### config.mk
export PLATFORM = sky130hd
export DESIGN_NAME = cgr_top
export DESIGN_NICKNAME = d
export VERILOG_FILES = /design/src/logic/cgr_pkg.sv /design/src/logic/cgr_top.sv
export SDC_FILE = /design/constraint.sdc
export NUM_CORES = 1
export LEC_CHECK = 0
export ABC_AREA = 1
export BUFFER_PORTS_ARGS = -buffer_cell sky130_fd_sc_hd__buf_2
export CAP_MARGIN = 20
export CORE_MARGIN = 4
export CORE_UTILIZATION = 30
export CTS_CLUSTER_DIAMETER = 60
export DETAILED_ROUTE_END_ITERATION = 8
export HOLD_SLACK_MARGIN = 0.12
export PLACE_DENSITY = 0.46
export RECOVER_POWER = 100
export SLEW_MARGIN = 10
export SYNTH_ARGS = -nofsm -noshare
export SYNTH_HDL_FRONTEND = slang
export SYNTH_SLANG_ARGS = --single-unit
### constraint.sdc
create_clock -name I_CORE_CLK -period 4 [get_ports I_CORE_CLK]
set_input_delay 0.2 -clock I_CORE_CLK [delete_from_list [all_inputs] [get_ports I_CORE_CLK]]
set_output_delay 0.2 -clock I_CORE_CLK [all_outputs]
set_load 0.005 [all_outputs]
### src/logic/cgr_pkg.sv
package cgr_pkg;
	// Register byte offsets
	localparam logic [7:0] OFS_SYS_ENABLE = 8'h00;
	localparam logic [7:0] OFS_SYS_DISABLE = 8'h04;
	localparam logic [7:0] OFS_SYS_STATE = 8'h08;
	localparam logic [7:0] OFS_PER_ENABLE = 8'h10;
	localparam logic [7:0] OFS_PER_DISABLE = 8'h14;
	localparam logic [7:0] OFS_PER_STATE = 8'h18;
	localparam logic [7:0] OFS_OSC_CTRL = 8'h20;
	localparam logic [7:0] OFS_FREQ_MEAS = 8'h24;
	localparam logic [7:0] OFS_PLL_CFG = 8'h2C;
	localparam logic [7:0] OFS_LOCK_STATE = 8'h68;
	// System clock bit positions
	localparam int POS_PROC = 0;
	localparam int POS_USB = 7;
	localparam int POS_PROG0 = 8;
	localparam int NUM_PROG = 3;
	localparam logic [31:0] SYS_MASK = 32'h0000_0781;
	localparam logic [31:0] PER_MASK = 32'hFFFF_FFFC;
	// Reset values
	localparam logic [31:0] RST_SYS = 32'h0000_0001;
	localparam logic [31:0] RST_PER = 32'h0000_0000;
	localparam logic [15:0] RST_OSC = 16'h0000;
	localparam logic [31:0] RST_PLL = 32'h0000_3F00;
	// Oscillator control fields
	localparam int POS_OSC_ON = 0;
	localparam int POS_BYPASS = 1;
	localparam int POS_STARTUP = 8;
	localparam int POS_FREQ_VALID = 16;
	// PLL fields
	localparam int POS_DIV = 0;
	localparam int POS_LOCKW = 8;
	localparam int POS_RANGE = 14;
	localparam int POS_GAIN = 16;
	localparam int POS_USBR = 28;
	localparam logic [31:0] PLL_MASK = 32'h37FF_FFFF;
	// Status register bit positions
	localparam int POS_ST_STABLE = 0;
	localparam int POS_ST_LOCK = 2;
	// Timing counts in slow clock cycles
	localparam int STARTUP_UNIT = 8;
	localparam int MEAS_PERIODS = 16;
	// Slow clock rate and the core rate that the slow tick is derived from
	localparam int CORE_HZ = 10_000_000;
	localparam int SLOW_HZ = 32_768;
	localparam int SLOW_DIV = CORE_HZ / SLOW_HZ;

	typedef struct packed {
		logic [7:0] addr;
		logic [31:0] wdata;
		logic wr;
		logic rd;
	} cgr_req_t;

	typedef struct packed {
		logic [1:0] usb_ratio;
		logic [10:0] gain;
		logic [1:0] range;
		logic [5:0] lock_wait;
		logic [7:0] div;
	} cgr_pll_t;
endpackage

### src/logic/cgr_top.sv
`timescale 1ns/1ps
module cgr_top #(
	parameter int NUM_PER = 30,
	parameter int SLOW_DIV = cgr_pkg::SLOW_DIV
) (
	// Clock and reset
	input wire logic I_CORE_CLK,
	input wire logic I_RESETN,
	// Register port
	input wire logic [7:0] I_ADDR,
	input wire logic [31:0] I_WDATA,
	input wire logic I_WR,
	input wire logic I_RD,
	output logic [31:0] O_RDATA,
	// Main clock edge marker from the oscillator pad
	input wire logic I_MAIN_CLK_MARK,
	// Clock gates
	output logic O_PROC_CLK_ON,
	output logic O_PROC_IDLE,
	output logic O_USB_PORT_CLOCK_ON,
	output logic [2:0] O_PROG_OUT_ON,
	output logic [31:0] O_PER_CLK_ON,
	// Oscillator and PLL controls
	output logic O_OSC_ON,
	output logic O_OSC_BYPASS,
	output logic O_MAIN_STABLE,
	output logic O_PLL_ACTIVE,
	output logic O_PLL_LOCKED,
	output logic [7:0] O_PLL_DIV,
	output logic O_PLL_DIV_OFF,
	output logic O_PLL_DIV_BYPASS,
	output logic [11:0] O_PLL_FACTOR,
	output logic [2:0] O_USB_DIVIDE
);
	typedef enum logic [2:0] {
		M_IDLE = 3'h1,
		M_RUN = 3'h2,
		M_DONE = 3'h4
	} cgr_meas_t;

	cgr_pkg::cgr_req_t req;
	assign req = '{addr: I_ADDR, wdata: I_WDATA, wr: I_WR, rd: I_RD};

	function automatic logic hit(input logic [7:0] a, input logic [7:0] ofs);
		return a == ofs;
	endfunction

	wire wr_sys_en = req.wr && hit(req.addr, cgr_pkg::OFS_SYS_ENABLE);
	wire wr_sys_dis = req.wr && hit(req.addr, cgr_pkg::OFS_SYS_DISABLE);
	wire wr_per_en = req.wr && hit(req.addr, cgr_pkg::OFS_PER_ENABLE);
	wire wr_per_dis = req.wr && hit(req.addr, cgr_pkg::OFS_PER_DISABLE);
	wire wr_osc = req.wr && hit(req.addr, cgr_pkg::OFS_OSC_CTRL);
	wire wr_pll = req.wr && hit(req.addr, cgr_pkg::OFS_PLL_CFG);

	// Only implemented peripheral identifiers may toggle
	localparam logic [31:0] PER_IMPL = cgr_pkg::PER_MASK &
		(32'hFFFF_FFFF >> (30 - NUM_PER));

	logic [31:0] sys_q, sys_d;
	logic [31:0] per_q, per_d;
	logic [15:0] osc_q;
	logic [31:0] pll_q;
	logic stable_q, stable_d;
	logic lock_q;
	logic [10:0] start_cnt_q;
	logic [5:0] lock_cnt_q;
	logic [15:0] slow_cnt_q;
	logic slow_tick;
	logic mark_s1_q, mark_s2_q, mark_s3_q;
	logic [15:0] main_cnt_q, freq_q;
	logic [4:0] per_cnt_q;
	logic valid_q;
	cgr_meas_t meas_q;

	assign sys_d = (sys_q | (wr_sys_en ? (req.wdata & cgr_pkg::SYS_MASK) : '0))
		& ~(wr_sys_dis ? (req.wdata & cgr_pkg::SYS_MASK) : '0);
	assign per_d = (per_q | (wr_per_en ? (req.wdata & PER_IMPL) : '0))
		& ~(wr_per_dis ? (req.wdata & PER_IMPL) : '0);

	always_ff @(posedge I_CORE_CLK or negedge I_RESETN)
	begin
		if (!I_RESETN)
		begin
			sys_q <= cgr_pkg::RST_SYS;
			per_q <= cgr_pkg::RST_PER;
		end
		else
		begin
			sys_q <= sys_d;
			per_q <= per_d;
		end
	end

	// Slow clock tick derived from the core clock
	assign slow_tick = slow_cnt_q == 16'(SLOW_DIV - 1);
	always_ff @(posedge I_CORE_CLK or negedge I_RESETN)
	begin
		if (!I_RESETN)
			slow_cnt_q <= '0;
		else
			slow_cnt_q <= slow_tick ? '0 : slow_cnt_q + 16'h0001;
	end

	// Oscillator control and start-up counter
	wire osc_on = osc_q[cgr_pkg::POS_OSC_ON];
	wire osc_byp = osc_q[cgr_pkg::POS_BYPASS];
	wire osc_rise = wr_osc && req.wdata[cgr_pkg::POS_OSC_ON] && !osc_on;
	wire start_done = start_cnt_q == 11'h000;

	always_comb
	begin
		stable_d = stable_q;
		if (osc_byp)
			stable_d = 1'b1;
		else if (!osc_on)
			stable_d = 1'b0;
		else if (slow_tick && start_cnt_q <= 11'h001)
			stable_d = 1'b1;
	end

	always_ff @(posedge I_CORE_CLK or negedge I_RESETN)
	begin
		if (!I_RESETN)
		begin
			osc_q <= cgr_pkg::RST_OSC;
			start_cnt_q <= '0;
			stable_q <= 1'b0;
		end
		else
		begin
			if (wr_osc)
				osc_q <= {req.wdata[15:8], 6'h00, req.wdata[1:0]};
			if (osc_rise)
				start_cnt_q <= {req.wdata[cgr_pkg::POS_STARTUP +: 8], 3'h0};
			else if (slow_tick && !start_done)
				start_cnt_q <= start_cnt_q - 11'h001;
			stable_q <= osc_rise ? 1'b0 : stable_d;
		end
	end

	// Frequency measurement; the mark input crosses domains first
	always_ff @(posedge I_CORE_CLK or negedge I_RESETN)
	begin
		if (!I_RESETN)
		begin
			mark_s1_q <= 1'b0;
			mark_s2_q <= 1'b0;
			mark_s3_q <= 1'b0;
		end
		else
		begin
			mark_s1_q <= I_MAIN_CLK_MARK;
			mark_s2_q <= mark_s1_q;
			mark_s3_q <= mark_s2_q;
		end
	end
	wire main_edge = mark_s2_q && !mark_s3_q;

	always_ff @(posedge I_CORE_CLK or negedge I_RESETN)
	begin
		if (!I_RESETN)
		begin
			meas_q <= M_IDLE;
			main_cnt_q <= '0;
			freq_q <= '0;
			per_cnt_q <= '0;
			valid_q <= 1'b0;
		end
		else if (!osc_on && !osc_byp)
		begin
			meas_q <= M_IDLE;
			valid_q <= 1'b0;
		end
		else
		begin
			unique case (meas_q)
				M_IDLE:
					if (stable_q && slow_tick)
					begin
						meas_q <= M_RUN;
						main_cnt_q <= '0;
						per_cnt_q <= '0;
					end
				M_RUN:
				begin
					if (main_edge)
						main_cnt_q <= main_cnt_q + 16'h0001;
					if (slow_tick)
					begin
						per_cnt_q <= per_cnt_q + 5'h01;
						if (per_cnt_q == 5'(cgr_pkg::MEAS_PERIODS - 1))
						begin
							meas_q <= M_DONE;
							// Edge on the closing tick counts, so the window is sixteen periods
							freq_q <= main_cnt_q + (main_edge ? 16'h0001 : 16'h0000);
							valid_q <= 1'b1;
						end
					end
				end
				M_DONE:
					meas_q <= M_DONE;
			endcase
		end
	end

	// PLL configuration and lock wait
	cgr_pkg::cgr_pll_t pll;
	assign pll = {pll_q[29:28], pll_q[26:16], pll_q[15:14], pll_q[13:8], pll_q[7:0]};

	always_ff @(posedge I_CORE_CLK or negedge I_RESETN)
	begin
		if (!I_RESETN)
		begin
			pll_q <= cgr_pkg::RST_PLL;
			lock_cnt_q <= '0;
			lock_q <= 1'b0;
		end
		else if (wr_pll)
		begin
			pll_q <= req.wdata & cgr_pkg::PLL_MASK;
			lock_cnt_q <= req.wdata[13:8];
			lock_q <= 1'b0;
		end
		else if (slow_tick)
		begin
			if (lock_cnt_q != 6'h00)
				lock_cnt_q <= lock_cnt_q - 6'h01;
			// The tick that ends the wait grants lock, not the one after it
			if (lock_cnt_q <= 6'h01)
				lock_q <= pll.gain != 11'h000;
		end
	end

	// Read mux
	logic [31:0] rmux;
	always_comb
	begin
		unique case (req.addr)
			cgr_pkg::OFS_SYS_STATE: rmux = sys_q;
			cgr_pkg::OFS_PER_STATE: rmux = per_q;
			cgr_pkg::OFS_OSC_CTRL: rmux = {16'h0000, osc_q};
			cgr_pkg::OFS_FREQ_MEAS: rmux = {15'h0000, valid_q, freq_q};
			cgr_pkg::OFS_PLL_CFG: rmux = pll_q;
			cgr_pkg::OFS_LOCK_STATE: rmux = {29'h0, lock_q, 1'b0, stable_q};
			default: rmux = '0;
		endcase
	end

	always_ff @(posedge I_CORE_CLK or negedge I_RESETN)
	begin
		if (!I_RESETN)
		begin
			O_RDATA <= '0;
			O_PROC_CLK_ON <= 1'b1;
			O_PROC_IDLE <= 1'b0;
			O_USB_PORT_CLOCK_ON <= 1'b0;
			O_PROG_OUT_ON <= '0;
			O_PER_CLK_ON <= '0;
			O_OSC_ON <= 1'b0;
			O_OSC_BYPASS <= 1'b0;
			O_MAIN_STABLE <= 1'b0;
			O_PLL_ACTIVE <= 1'b0;
			O_PLL_LOCKED <= 1'b0;
			O_PLL_DIV <= '0;
			O_PLL_DIV_OFF <= 1'b0;
			O_PLL_DIV_BYPASS <= 1'b0;
			O_PLL_FACTOR <= '0;
			O_USB_DIVIDE <= 3'h1;
		end
		else
		begin
			O_RDATA <= req.rd ? rmux : '0;
			O_PROC_CLK_ON <= sys_d[cgr_pkg::POS_PROC];
			O_PROC_IDLE <= !sys_d[cgr_pkg::POS_PROC];
			O_USB_PORT_CLOCK_ON <= sys_d[cgr_pkg::POS_USB];
			O_PROG_OUT_ON <= sys_d[cgr_pkg::POS_PROG0 +: cgr_pkg::NUM_PROG];
			O_PER_CLK_ON <= per_d;
			O_OSC_ON <= osc_on;
			O_OSC_BYPASS <= osc_byp;
			O_MAIN_STABLE <= stable_q;
			O_PLL_ACTIVE <= pll.gain != 11'h000;
			O_PLL_LOCKED <= lock_q;
			O_PLL_DIV <= pll.div;
			O_PLL_DIV_OFF <= pll.div == 8'h00;
			O_PLL_DIV_BYPASS <= pll.div == 8'h01;
			O_PLL_FACTOR <= {1'b0, pll.gain} + 12'h001;
			unique case (pll.usb_ratio)
				2'b00: O_USB_DIVIDE <= 3'h1;
				2'b01: O_USB_DIVIDE <= 3'h2;
				2'b10: O_USB_DIVIDE <= 3'h4;
				default: O_USB_DIVIDE <= 3'h0;
			endcase
		end
	end

	a_sys_enable_set: assert property (@(posedge I_CORE_CLK) disable iff (!I_RESETN)
		wr_sys_en && req.wdata[0] && !wr_sys_dis |=> sys_q[0])
		else $error("processor clock not enabled");
	a_sys_disable_clr: assert property (@(posedge I_CORE_CLK) disable iff (!I_RESETN)
		wr_sys_dis && req.wdata[7] |=> !sys_q[7] && !O_USB_PORT_CLOCK_ON)
		else $error("usb clock not disabled");
	a_idle_follows: assert property (@(posedge I_CORE_CLK) disable iff (!I_RESETN)
		O_PROC_IDLE == !O_PROC_CLK_ON)
		else $error("idle mismatch");
	a_per_low_bits: assert property (@(posedge I_CORE_CLK) disable iff (!I_RESETN)
		per_q[1:0] == 2'b00)
		else $error("peripheral bits 0-1 set");
	a_bypass_stable: assert property (@(posedge I_CORE_CLK) disable iff (!I_RESETN)
		osc_byp && !osc_on && !wr_osc |=> stable_q)
		else $error("bypass not stable");
	a_osc_off_clear: assert property (@(posedge I_CORE_CLK) disable iff (!I_RESETN)
		!osc_on && !osc_byp |=> !stable_q && !valid_q)
		else $error("stable not cleared");
	a_pll_write_unlock: assert property (@(posedge I_CORE_CLK) disable iff (!I_RESETN)
		wr_pll |=> !lock_q ##1 !O_PLL_LOCKED)
		else $error("lock during wait");
	a_pll_readback: assert property (@(posedge I_CORE_CLK) disable iff (!I_RESETN)
		wr_pll |=> pll_q == ($past(req.wdata) & cgr_pkg::PLL_MASK))
		else $error("pll readback wrong");
	a_sys_state_read: assert property (@(posedge I_CORE_CLK) disable iff (!I_RESETN)
		req.rd && req.addr == cgr_pkg::OFS_SYS_STATE |=> O_RDATA == $past(sys_q))
		else $error("system state read wrong");
	a_sys_ones_set: assert property (@(posedge I_CORE_CLK) disable iff (!I_RESETN)
		wr_sys_en |=> (sys_q & $past(req.wdata) & cgr_pkg::SYS_MASK) ==
			($past(req.wdata) & cgr_pkg::SYS_MASK))
		else $error("system enable not applied");
	a_per_ones_set: assert property (@(posedge I_CORE_CLK) disable iff (!I_RESETN)
		wr_per_en |=> (per_q & $past(req.wdata) & PER_IMPL) == ($past(req.wdata) & PER_IMPL))
		else $error("peripheral enable not applied");
	a_per_ones_clr: assert property (@(posedge I_CORE_CLK) disable iff (!I_RESETN)
		wr_per_dis |=> (per_q & $past(req.wdata) & PER_IMPL) == 32'h0000_0000)
		else $error("peripheral disable not applied");
	a_per_unimpl: assert property (@(posedge I_CORE_CLK) disable iff (!I_RESETN)
		(per_q & ~PER_IMPL) == 32'h0000_0000)
		else $error("unimplemented peripheral bit set");
	a_start_wait: assert property (@(posedge I_CORE_CLK) disable iff (!I_RESETN)
		osc_on && !osc_byp && !stable_q && start_cnt_q > 11'h001 |=> !stable_q)
		else $error("stable before start-up delay");
	a_valid_after_meas: assert property (@(posedge I_CORE_CLK) disable iff (!I_RESETN)
		valid_q |-> meas_q == M_DONE)
		else $error("valid without measurement");
	a_lock_wait: assert property (@(posedge I_CORE_CLK) disable iff (!I_RESETN)
		lock_cnt_q > 6'h01 && !lock_q |=> !lock_q)
		else $error("lock before wait ends");
	a_lock_needs_gain: assert property (@(posedge I_CORE_CLK) disable iff (!I_RESETN)
		lock_q |-> pll.gain != 11'h000)
		else $error("lock with pll off");
	a_usb_ratio_four: assert property (@(posedge I_CORE_CLK) disable iff (!I_RESETN)
		wr_pll && req.wdata[29:28] == 2'b10 ##1 !wr_pll |=> O_USB_DIVIDE == 3'h4)
		else $error("usb ratio wrong");
endmodule // cgr_top

Yosys cells after proc, flatten, opt, wreduce, memory -nomap -nowiden
Index checks and enable logic that the tools add are counted.
{"block": "word_totals", "regBits": 250, "latch_bits": 0, "ramBits": 0, "romBits": 0, "output_inout_bits": 100, "n_memories": 0}
{"block": "classes", "n_addsub": 7, "multipliers": 0, "div": 0, "n_lt_le_gt_ge": 2, "n_eq_ne": 24, "n_shift": 0, "mux": 36, "bitwise": 7, "reduce_logical": 39}
{"cell": "32-bit case mux with 6 select lines", "n": 1}
{"cell": "32-bit 2-to-1 mux", "n": 3}
{"cell": "32-bit bitwise AND", "n": 2}
{"cell": "16-bit 2-to-1 mux", "n": 3}
{"cell": "11-bit 2-to-1 mux", "n": 4}
{"cell": "16-bit by 1-bit adder with 16-bit output (second input constant)", "n": 2}
{"cell": "11-bit NOT with 32-bit output", "n": 1}
{"cell": "32-bit NOT", "n": 1}
{"cell": "32-bit by 11-bit OR with 32-bit output", "n": 1}
{"cell": "32-bit OR", "n": 1}
{"cell": "16-bit case mux with 2 select lines", "n": 1}
{"cell": "8-bit by 5-bit == test with 1-bit output (second input constant)", "n": 3}
{"cell": "8-bit by 6-bit == test with 1-bit output (second input constant)", "n": 3}
{"cell": "6-bit 2-to-1 mux", "n": 3}
{"cell": "3-bit case mux with 3 select lines", "n": 2}
{"cell": "16-bit by 1-bit adder with 16-bit output", "n": 1}
{"cell": "16-bit by 9-bit == test with 1-bit output (second input constant)", "n": 1}
{"cell": "8-bit zero test", "n": 2}
{"cell": "2-bit nonzero test", "n": 8}
{"cell": "1-bit logical AND", "n": 13}
{"cell": "11-bit by 1-bit adder with 12-bit output (second input constant)", "n": 1}
{"cell": "1-bit 2-to-1 mux", "n": 12}
{"cell": "3-bit 2-to-1 mux", "n": 4}
{"cell": "4-bit AND reduction", "n": 3}
{"cell": "other kinds (28)", "n": 39}

Depth between registers and ports, before layout
Gate-level depths: netlist of run 1.
{"block": "depth", "word_depth": 6, "depth_mapped": 12, "mapped_depth_nobuf": 12}

Worst setup path after synthesis of run 1
No wires, ideal clock.
{"block": "synth_path", "kind": "reg-to-reg", "from": "register mark_s3_q", "to": "register freq_q[10]", "arrival_ns": 1.504, "slack_ns": 2.373, "stages_incl_launch_ff": 10, "period_less_slack_ns": 1.627, "path_cell_list": "dfrtp_1 nor2_1 ha_1 ha_1 nand3_1 nor2_1 nand2_1 nor2_1 xor2_1 o21ai_1"}
{"block": "synth_between", "elab_chain_len": 4}
{"item": "from (decl)", "line_no": "cgr_top.sv:69", "rtl": "logic mark_s1_q, mark_s2_q, mark_s3_q;"}
{"item": "from (signal assigned)", "line_no": "cgr_top.sv:154", "rtl": "mark_s3_q <= mark_s2_q;"}
{"item": "1-bit zero test", "line_no": "cgr_top.sv:157", "rtl": "wire main_edge = mark_s2_q && !mark_s3_q;"}
{"item": "1-bit logical AND", "line_no": "cgr_top.sv:157"}
{"item": "1-bit 2-to-1 mux", "line_no": "cgr_top.sv:195", "rtl": "freq_q <= main_cnt_q + (main_edge ? 16'h0001 : 16'h0000);"}
{"item": "16-bit by 1-bit adder with 16-bit output", "line_no": "cgr_top.sv:195"}
{"item": "to (signal assigned)", "line_no": "cgr_top.sv:195"}
{"item": "to (decl)", "line_no": "cgr_top.sv:70", "rtl": "logic [15:0] main_cnt_q, freq_q;"}
No other way between the ends.
A chain may end at the register's enable or synchronous reset.

Worst setup path after layout of run 1
{"block": "layout_path", "from": "input port I_ADDR[5]", "to": "register start_cnt_q[5]"}
{"block": "layout_between", "elab_chain_len": 5}
{"item": "from (decl)", "line_no": "cgr_top.sv:10", "rtl": "input wire logic [7:0] I_ADDR,"}
{"item": "8-bit by 6-bit == test with 1-bit output (*)", "line_no": "cgr_top.sv:45", "rtl": "return a == ofs;"}
{"item": "1-bit logical AND (*)", "line_no": "cgr_top.sv:52", "rtl": "wire wr_osc = req.wr && hit(req.addr, cgr_pkg::OFS_OSC_CTRL);"}
{"item": "1-bit logical AND (*) (2 in series)", "line_no": "cgr_top.sv:107", "rtl": "wire osc_rise = wr_osc && req.wdata[cgr_pkg::POS_OSC_ON] && !osc_on;"}
{"item": "11-bit 2-to-1 mux / 2-bit nonzero test (equally long branches)"}
{"item": "to (signal assigned)", "line_no": "cgr_top.sv:134", "rtl": "start_cnt_q <= {req.wdata[cgr_pkg::POS_STARTUP +: 8], 3'h0};"}
{"item": "to (signal assigned)", "line_no": "cgr_top.sv:136", "rtl": "start_cnt_q <= start_cnt_q - 11'h001;"}
{"item": "to (decl)", "line_no": "cgr_top.sv:65", "rtl": "logic [10:0] start_cnt_q;"}
Every way passes the cells marked *; elsewhere a longest branch is shown, timed or not.

==> results.md, run 1 <==
* Clock share of power at 46.9%
* Via density at ~4.6
* CTS Sinks at between 200 and 250
* Psw at around 1.3 mW
* WS Path Type: primary input to register
* HP Start: I_WR
* Syn Std Cell Area at approximately 0.01 mm²
* P_leak at about 5.8 nW
* FF-to-FF setup slack at approximately 1.5 ns
* Type of the worst min-delay path: primary input to register
* CTS tree: yes
* Fin nets at 1416
* Drt drc at 0
* Async SR Flop Fraction at between 90% and 100%
* Die Y-Extent at 192 µm
* Synth area leader: dfrtp_1
* HPWL after DPL at about 22 mm
* Reg-to-Reg Start: meas_q[2]$_DFFE_PN0P_
* Global-route wire length before repair at 47.8 mm
* Yosys cell types at between 40 and 50
* Main synth FF type: dfrtp_1
* Violated checks: max-capacitance violations, max-slew violations
* Post-Route WL at between 30 and 40 mm
* Final Hold Fails at 0
* Hold depth at 4
* WHS Endpoint: O_PER_CLK_ON[14]$_DFF_PN0_
* FILL cells at around 3600
* YS warnings at 0
* Antenna Violating Nets Remaining at 0
* Vias in the first global route at 8537
* Top-count cell post-synth: nand2_1
* Combinational power share at under 10%
* RSZ-0062 raised after global routing: false
* I/O Pins at about 150
* VDD IR max at about 350 µV
* Synth Register Bits at roughly 220
* Setup TNS at 0 ns
* Sequential-to-total area share from yosys stat at between 50% and 60%
* Die area at roughly 0.037 mm²
* Largest net degree at the start of global routing at between 80 and 90
* Row count at 67
* Setup crit start: I_ADDR[5]
* Final period utilization at about 74%
* Synth top area cells: dfrtp_1 51%, nand2_1 10%, nand3_1 5.5%, nor2_1 4.2%, inv_1 4.2%
* Top cells by count, synth: 271 x nand2_1, 207 x dfrtp_1, 115 x nor2_1
* Placed insts at 1738
* Final clock skew at slightly above 0.02 ns
* Area Overhead vs Synth at 21.0%
* Core area at between 0.03 and 0.04 mm²
* Setup crit start kind: primary input
* Final Max Slew Viols at about 110
* Worst slew margin at -54.0%
* Initial antenna violation count at 1
* Worst R2R Path Depth at 6
* CP required at about 4.4 ns
* TritonCTS buffer count at 27
* Wire per inst at 16.6 µm
* Share of the synthesized area in the top cell type at around 50%
* H-Tree Depth at 1
* Die X at roughly 190 µm
* Pint at 3.92 mW
* Via count at 8404
* Drt pass-1 iters at 5
* Seq pwr share at a little under half
* Total grt overflow at 0
* Switching Share at between 20% and 30%
* Power, Total at between 5 and 6 mW
* Gr usage total at around 16%
* Share of layout cells above drive strength 1 at 9.80%
* Final Instance Count excl. Fillers at between 1500 and 2000
* Crit path time final at roughly 2.9 ns
* Status: finished with violations
* CTS Buffer Depth at 3
* DRT iter0 DRCs at 561
* I/O Buffers at 142
* Capturing element type of the critical path: register
* Initial Utilization at 30.4%
* Reg2reg end: freq_q[14]$_DFFE_PN0P_
* Fmax at ~340 MHz
* Gpl congestion at 0.834
* Clock root buffer: clkbuf_16
* EDFF count, synth at 0
* Final setup violation count at 0
* Maxcap violations at 2
* PwrDens at between 400 and 500 mW/mm²
* Worst Path Max Fanout at 12
* Worst-path clk slew at 0.06 ns
* Worst Path Arrival at 3.36 ns
* Worst-Margin Slew at ~2.3 ns
* Cells after Synth at 1173
* Syn avg cell area at just under 9 µm²
* Clock latency on the worst-skew pair at roughly 0.54 ns
-- power by group through the flow --
stage          registers (mW)  logic [mW]  clock network [mW]
6_report                 2.36       0.390                2.42
5_1_grt                  2.37       0.450                2.60
4_1_cts                  2.36       0.418                2.51
3_5_place_dp             2.40       0.389                   0
3_3_place_gp             2.40       0.386                   0
2_1_floorplan            2.38       0.166                   0
-- state kept, by name, indices dropped and copies added (netlist names), 2 cells and up --
register / count
per_cnt_q: 5
pll_q: 29
meas_q: 3
osc_q: 10
O_PLL_DIV: 8
start_cnt_q: 11
O_USB_DIVIDE: 3
O_PROG_OUT_ON: 3
lock_cnt_q: 6
slow_cnt_q: 16
freq_q: 16
sys_q: 2
O_PER_CLK_ON: 30
main_cnt_q: 16
O_PLL_FACTOR: 12
O_RDATA: 32
-- metal layers --
layer  wire, µm  global-route usage (%)  up-vias
li1           -                       -     4164
met1      13800                    21.9     3973
met2      14100                    27.0      215
met3       1590                    2.76       52
met4        800                    4.31        0
met5          0                       0        -
-- cells by family after synthesis --
| logic type | share of synthesized area [%] |
|---|---|
| fa+ha+maj | 1.85 |
| compound gates | 9.61 |
| buf+inv | 6.80 |
| simple gates | 24.7 |
| other cells | 0.0369 |
| xor+xnor | 3.79 |
| flops | 53.3 |
-- cell type report --
| cell class | count | area (µm²) | share of cell area, % |
|---|---|---|---|
| antenna | 1 | 2.50 | 0.0203 |
| sequential | 216 | 5420 | 44.0 |
| timing repair buffer | 186 | 1030 | 8.37 |
| inverter | 120 | 453 | 3.68 |
| tap | 448 | 561 | 4.55 |
| clock inverter | 8 | 115 | 0.935 |
| multi-input combinational | 805 | 3950 | 32.1 |
| clock buffer | 42 | 782 | 6.35 |
-- placed cells by master, fill, tap and decap left out, drive strengths merged --
| master | synthesis | layout |
|---|---|---|
| buf | 30 | 61 |
| inv | 118 | 119 |
| o21ai | 97 | 97 |
| bufinv | 0 | 2 |
| nand3 | 116 | 116 |
| a21oi | 75 | 75 |
| xnor2 | 11 | 11 |
| nor3 | 15 | 15 |
| xor2 | 33 | 33 |
| or2 | 5 | 5 |
| clkinvlp | 0 | 2 |
| nor2 | 128 | 128 |
| clkinv | 2 | 5 |
| nand2 | 278 | 278 |
| o22ai | 1 | 1 |
| dfstp | 9 | 9 |
| a31oi | 3 | 3 |
| nor3b | 1 | 1 |
| dfrtp | 207 | 207 |
| ha | 15 | 15 |
| and2 | 1 | 1 |
| o211a | 2 | 2 |
| nand4 | 15 | 15 |
| o211ai | 1 | 1 |
| diode | 0 | 1 |
| clkbuf | 3 | 130 |
| conb | 1 | 2 |
| nand3b | 1 | 1 |
| nor4 | 4 | 4 |
| dlygate4sd3 | 0 | 37 |
| a21boi | 1 | 1 |
-- repair_timing --
item	CTS	global route
hold buffers	37	0
hold endpoints to repair	181	0
setup buffers	0	0
gates resized for setup	0	0
-- worst max path at each step --
stage                                       endpoint  slack, ns
after floorplan               freq_q[10]$_DFFE_PN0P_       2.37
after global placement     lock_cnt_q[0]$_DFFE_PN0P_       1.83
after detailed placement   lock_cnt_q[3]$_DFFE_PN0P_       1.80
after CTS                 start_cnt_q[5]$_DFFE_PN0P_       1.85
after global routing      start_cnt_q[6]$_DFFE_PN0P_       0.88
final                     start_cnt_q[5]$_DFFE_PN0P_       1.05
-- stage by stage --
stage	worst slack [ns]	instance area (µm²)	hold WS, ns	util, %
floorplan	2.37	10200	-0.0956	-
global placement	1.83	11300	0.270	33.7
detailed placement	1.80	11300	0.275	33.7
CTS	1.85	12600	0.123	37.5
global route	0.876	12300	0.184	36.8
finish	1.05	12300	0.152	36.8
-- worst max-delay path: stages --
cell,delay [ns]
dlygate4sd3_1,0.53
clkbuf_1,0.16
nand3_1,0.24
dlygate4sd3_1,0.68
nor3_1,0.75
nand3_2,0.52
nand3_1,0.19
nand3_1,0.09
Note: power is estimated with default switching activity, not from simulation.
==> run 2: changes to the inputs <==
--- a/config.mk
+++ b/config.mk
@@ -13,7 +13,7 @@
 export CTS_CLUSTER_DIAMETER = 60
 export DETAILED_ROUTE_END_ITERATION = 8
 export HOLD_SLACK_MARGIN = 0.12
-export PLACE_DENSITY = 0.46
+export PLACE_DENSITY = 0.48
 export RECOVER_POWER = 100
 export SLEW_MARGIN = 10
 export SYNTH_ARGS = -nofsm -noshare
==> constraint.sdc (replaced) <==
create_clock -name I_CORE_CLK -period 2.6 [get_ports I_CORE_CLK]
set_input_delay 0.13 -clock I_CORE_CLK [delete_from_list [all_inputs] [get_ports I_CORE_CLK]]
set_output_delay 0.13 -clock I_CORE_CLK [all_outputs]
set_load 0.005 [all_outputs]
==> results.md, run 2 (synthesis gave the netlist of run 1 again) <==
* Reg-to-Reg Start: slow_cnt_q[0]$_DFF_PN0_
* WHS Endpoint: sys_q[0]$_DFF_PN1_
* Hold depth at 4 (unchanged)
* Fin nets at 1433 (+1.2%)
* CP Cell Sequence: dlygate4sd3_1 > clkbuf_1 > nor2_2 > dlygate4sd3_1 > nand2_1 > nor2_2 > inv_1 > nor2_2 > a21oi_1 > a21oi_1 > dlygate4sd3_1
* Global-route wire length before repair at 46.3 mm (-3.1%)
* Worst R2R Path Depth at 10 (+4)
* Post_cts resized at 0 (unchanged)
* Via density at 4.58 (-0.42%)
* CP bufs+invs at 5 (+2)
* Type of the worst min-delay path: primary input to register
* HPWL after DPL at 21.6 mm (-1.5%)
* P_leak at 5.97 nW (+2.1%)
* H-Tree Depth at 1 (unchanged)
* CTS tree: yes
* Stages on worst setup path at 11 (+3)
* VDD IR max at 474 µV (+37%)
* Worst-Margin Slew at 1.34 ns (-0.969 ns)
* Most common cell after layout, fill and taps aside: nand2_1
* Drt drc at 0 (unchanged)
* Largest Register: O_RDATA
* Final period utilization at 93.9%
* Clock root buffer: clkbuf_16
* Vias in the first global route at 8337 (-2.3%)
* Fmax at between 400 and 500 MHz
* Gpl congestion at 0.840 (+0.67%)
* PwrDens at 643 mW/mm² (+53%)
* Die Y-Extent at 192 µm (unchanged)
* Final setup violation count at 0 (unchanged)
* DRT iter0 DRCs at 528 (-5.9%)
* Capturing element type of the critical path: register
* I/O Buffers at 142 (unchanged)
* Worst-path clk slew at 0.06 ns (about the same)
* Die area at 0.0369 mm² (unchanged)
* CTS Sinks at 216 (unchanged)
* Max reg flops at 32 (unchanged)
* Most frequent cells in the layout: 276 x nand2_1, 207 x dfrtp_1, 117 x nor2_1
* Drt pass-1 iters at 7 (+2)
* Placed insts at 1746 (+0.46%)
* Die X at 192 µm (unchanged)
* Crit path time final at ~2.4 ns
* RSZ-0062 raised after global routing: false
* Setup crit start kind: primary input
* Reg2reg end: lock_cnt_q[4]$_DFFE_PN0P_
* Wire per inst at 16.1 µm (-2.6%)
* Post-Route WL at 29.7 mm (-1.7%)
* Largest net degree at the start of global routing at 94 (+8.0%)
* Setup TNS at 0 ns (unchanged)
* Crit path largest cell delay at 0.59 ns (-0.16 ns)
* Final Max Slew Viols at 0 (-100%)
* Via count at 8447 (+0.51%)
* Worst Path Max Fanout at 5 (-7)
* Antenna Violating Nets Remaining at 0 (unchanged)
* CTS Buffer Depth at 3 (unchanged)
* Worst slew margin at 10.6% (+65 points)
* Status: finished clean
* Area Overhead vs Synth at 23.0%
* CP max stage cell: dlygate4sd3_1
* Share of layout cells above drive strength 1 at 11.5% (+1.7 points)
* Core area at 0.0334 mm² (unchanged)
* Final setup margin at 0.159 ns (-0.893 ns)
* Final Hold Fails at 0 (unchanged)
* Maxcap violations at 0 (-2)
* Row count at 67 (unchanged)
* Gr usage total at 15.7% (-0.47 points)
* Total grt overflow at 0 (unchanged)
* CP required at 3.09 ns (-1.32 ns)
* Final Instance Count excl. Fillers at 1843 (+0.93%)
* Top flop regs: O_RDATA: 32 flops, O_PER_CLK_ON: 30 flops, pll_q: 29 flops
* Worst Path Arrival at 2.93 ns (-0.43 ns)
* Final clock skew at 0.0197 ns (-0.00106 ns)
* I/O Pins at 145 (unchanged)
* Ant. Diodes at 0 (-1)
* HP Start: I_ADDR[2]
* Initial antenna violation count at 0 (-1)
* FF-to-FF setup slack at 0.45 ns (-1.07 ns)
* TritonCTS buffer count at 28 (+3.7%)
* Clock latency on the worst-skew pair at 0.55 ns (about the same)
* Initial Utilization at 30.4% (unchanged)
* Family with the most delay on the worst path: buffers and inverters
* Place WS at 0.702 ns (-1.10 ns)
* WS Path Type: primary input to register
[run 2: cell count changes in the layout (fill, tap and decap cells not counted), sizes merged]
cell	previous run	this run
inv	119	121
clkinv	5	6
dlygate4sd3	37	45
clkinvlp	2	3
buf	61	76
diode	1	0
clkbuf	130	122
bufinv	2	1
[run 2: cell type report]
type,count,area (µm²)
fill,3492,20900
clock inverter,11,130
sequential,216,5420
tap,448,561
multi-input combinational,805,3970
clock buffer,41,800
inverter,120,453
timing repair buffer,202,1190
[run 2: stage by stage]
step	hold WS, ns	power [mW]	area (µm²)	util (%)
after global placement	0.220	4.27	11400	34.0
final	0.153	8.05	12500	37.4
after floorplan	-0.166	3.92	10200	-
after detailed placement	0.218	4.28	11400	34.0
after CTS	0.132	8.20	12700	38.1
after global routing	0.181	8.41	12500	37.4
[run 2: where the power goes]
part / switching [mW] / total [mW] / internal (mW) / leakage (nW)
Clock: 1.55 / 3.81 / 2.26 / 0.450
Combinational: 0.371 / 0.613 / 0.242 / 2.72
Sequential: 0.0981 / 3.62 / 3.53 / 2.80
[run 2: worst min-delay path, delay by kind of cell]
kind,cells,cell delay [ns]
buffers and inverters,1,0.11
and+or+nand+nor,3,0.44
[run 2: worst max-delay path by stage]
| stage | startpoint | endpoint |
|---|---|---|
| CTS | I_ADDR[0] | sys_q[7]$_DFF_PN0_ |
| floorplan | mark_s3_q$_DFF_PN0_ | freq_q[10]$_DFFE_PN0P_ |
| finish | I_ADDR[0] | sys_q[7]$_DFF_PN0_ |
| global route | I_ADDR[0] | sys_q[7]$_DFF_PN0_ |
| detailed placement | slow_cnt_q[0]$_DFF_PN0_ | main_cnt_q[9]$_DFFE_PN0P_ |
| global placement | slow_cnt_q[0]$_DFF_PN0_ | main_cnt_q[8]$_DFFE_PN0P_ |
[run 2: what timing repair did]
action                                 4_1_cts  5_1_grt
buffers inserted                             0        0
endpoints found under the hold margin      193        0
hold buffers                                45        0
[run 2: layer usage]
| metal | track usage [%] | routed length, µm | up-vias | part of all wire (%) |
|---|---|---|---|---|
| met2 | 25.7 | 13500 | 211 | 45 |
| met3 | 2.33 | 1570 | 34 | 5.3 |
| met1 | 22.5 | 14200 | 4015 | 48 |
| met4 | 2.88 | 478 | 0 | 1.6 |
| li1 | - | - | 4187 | - |
| met5 | 0 | 0 | - | 0 |
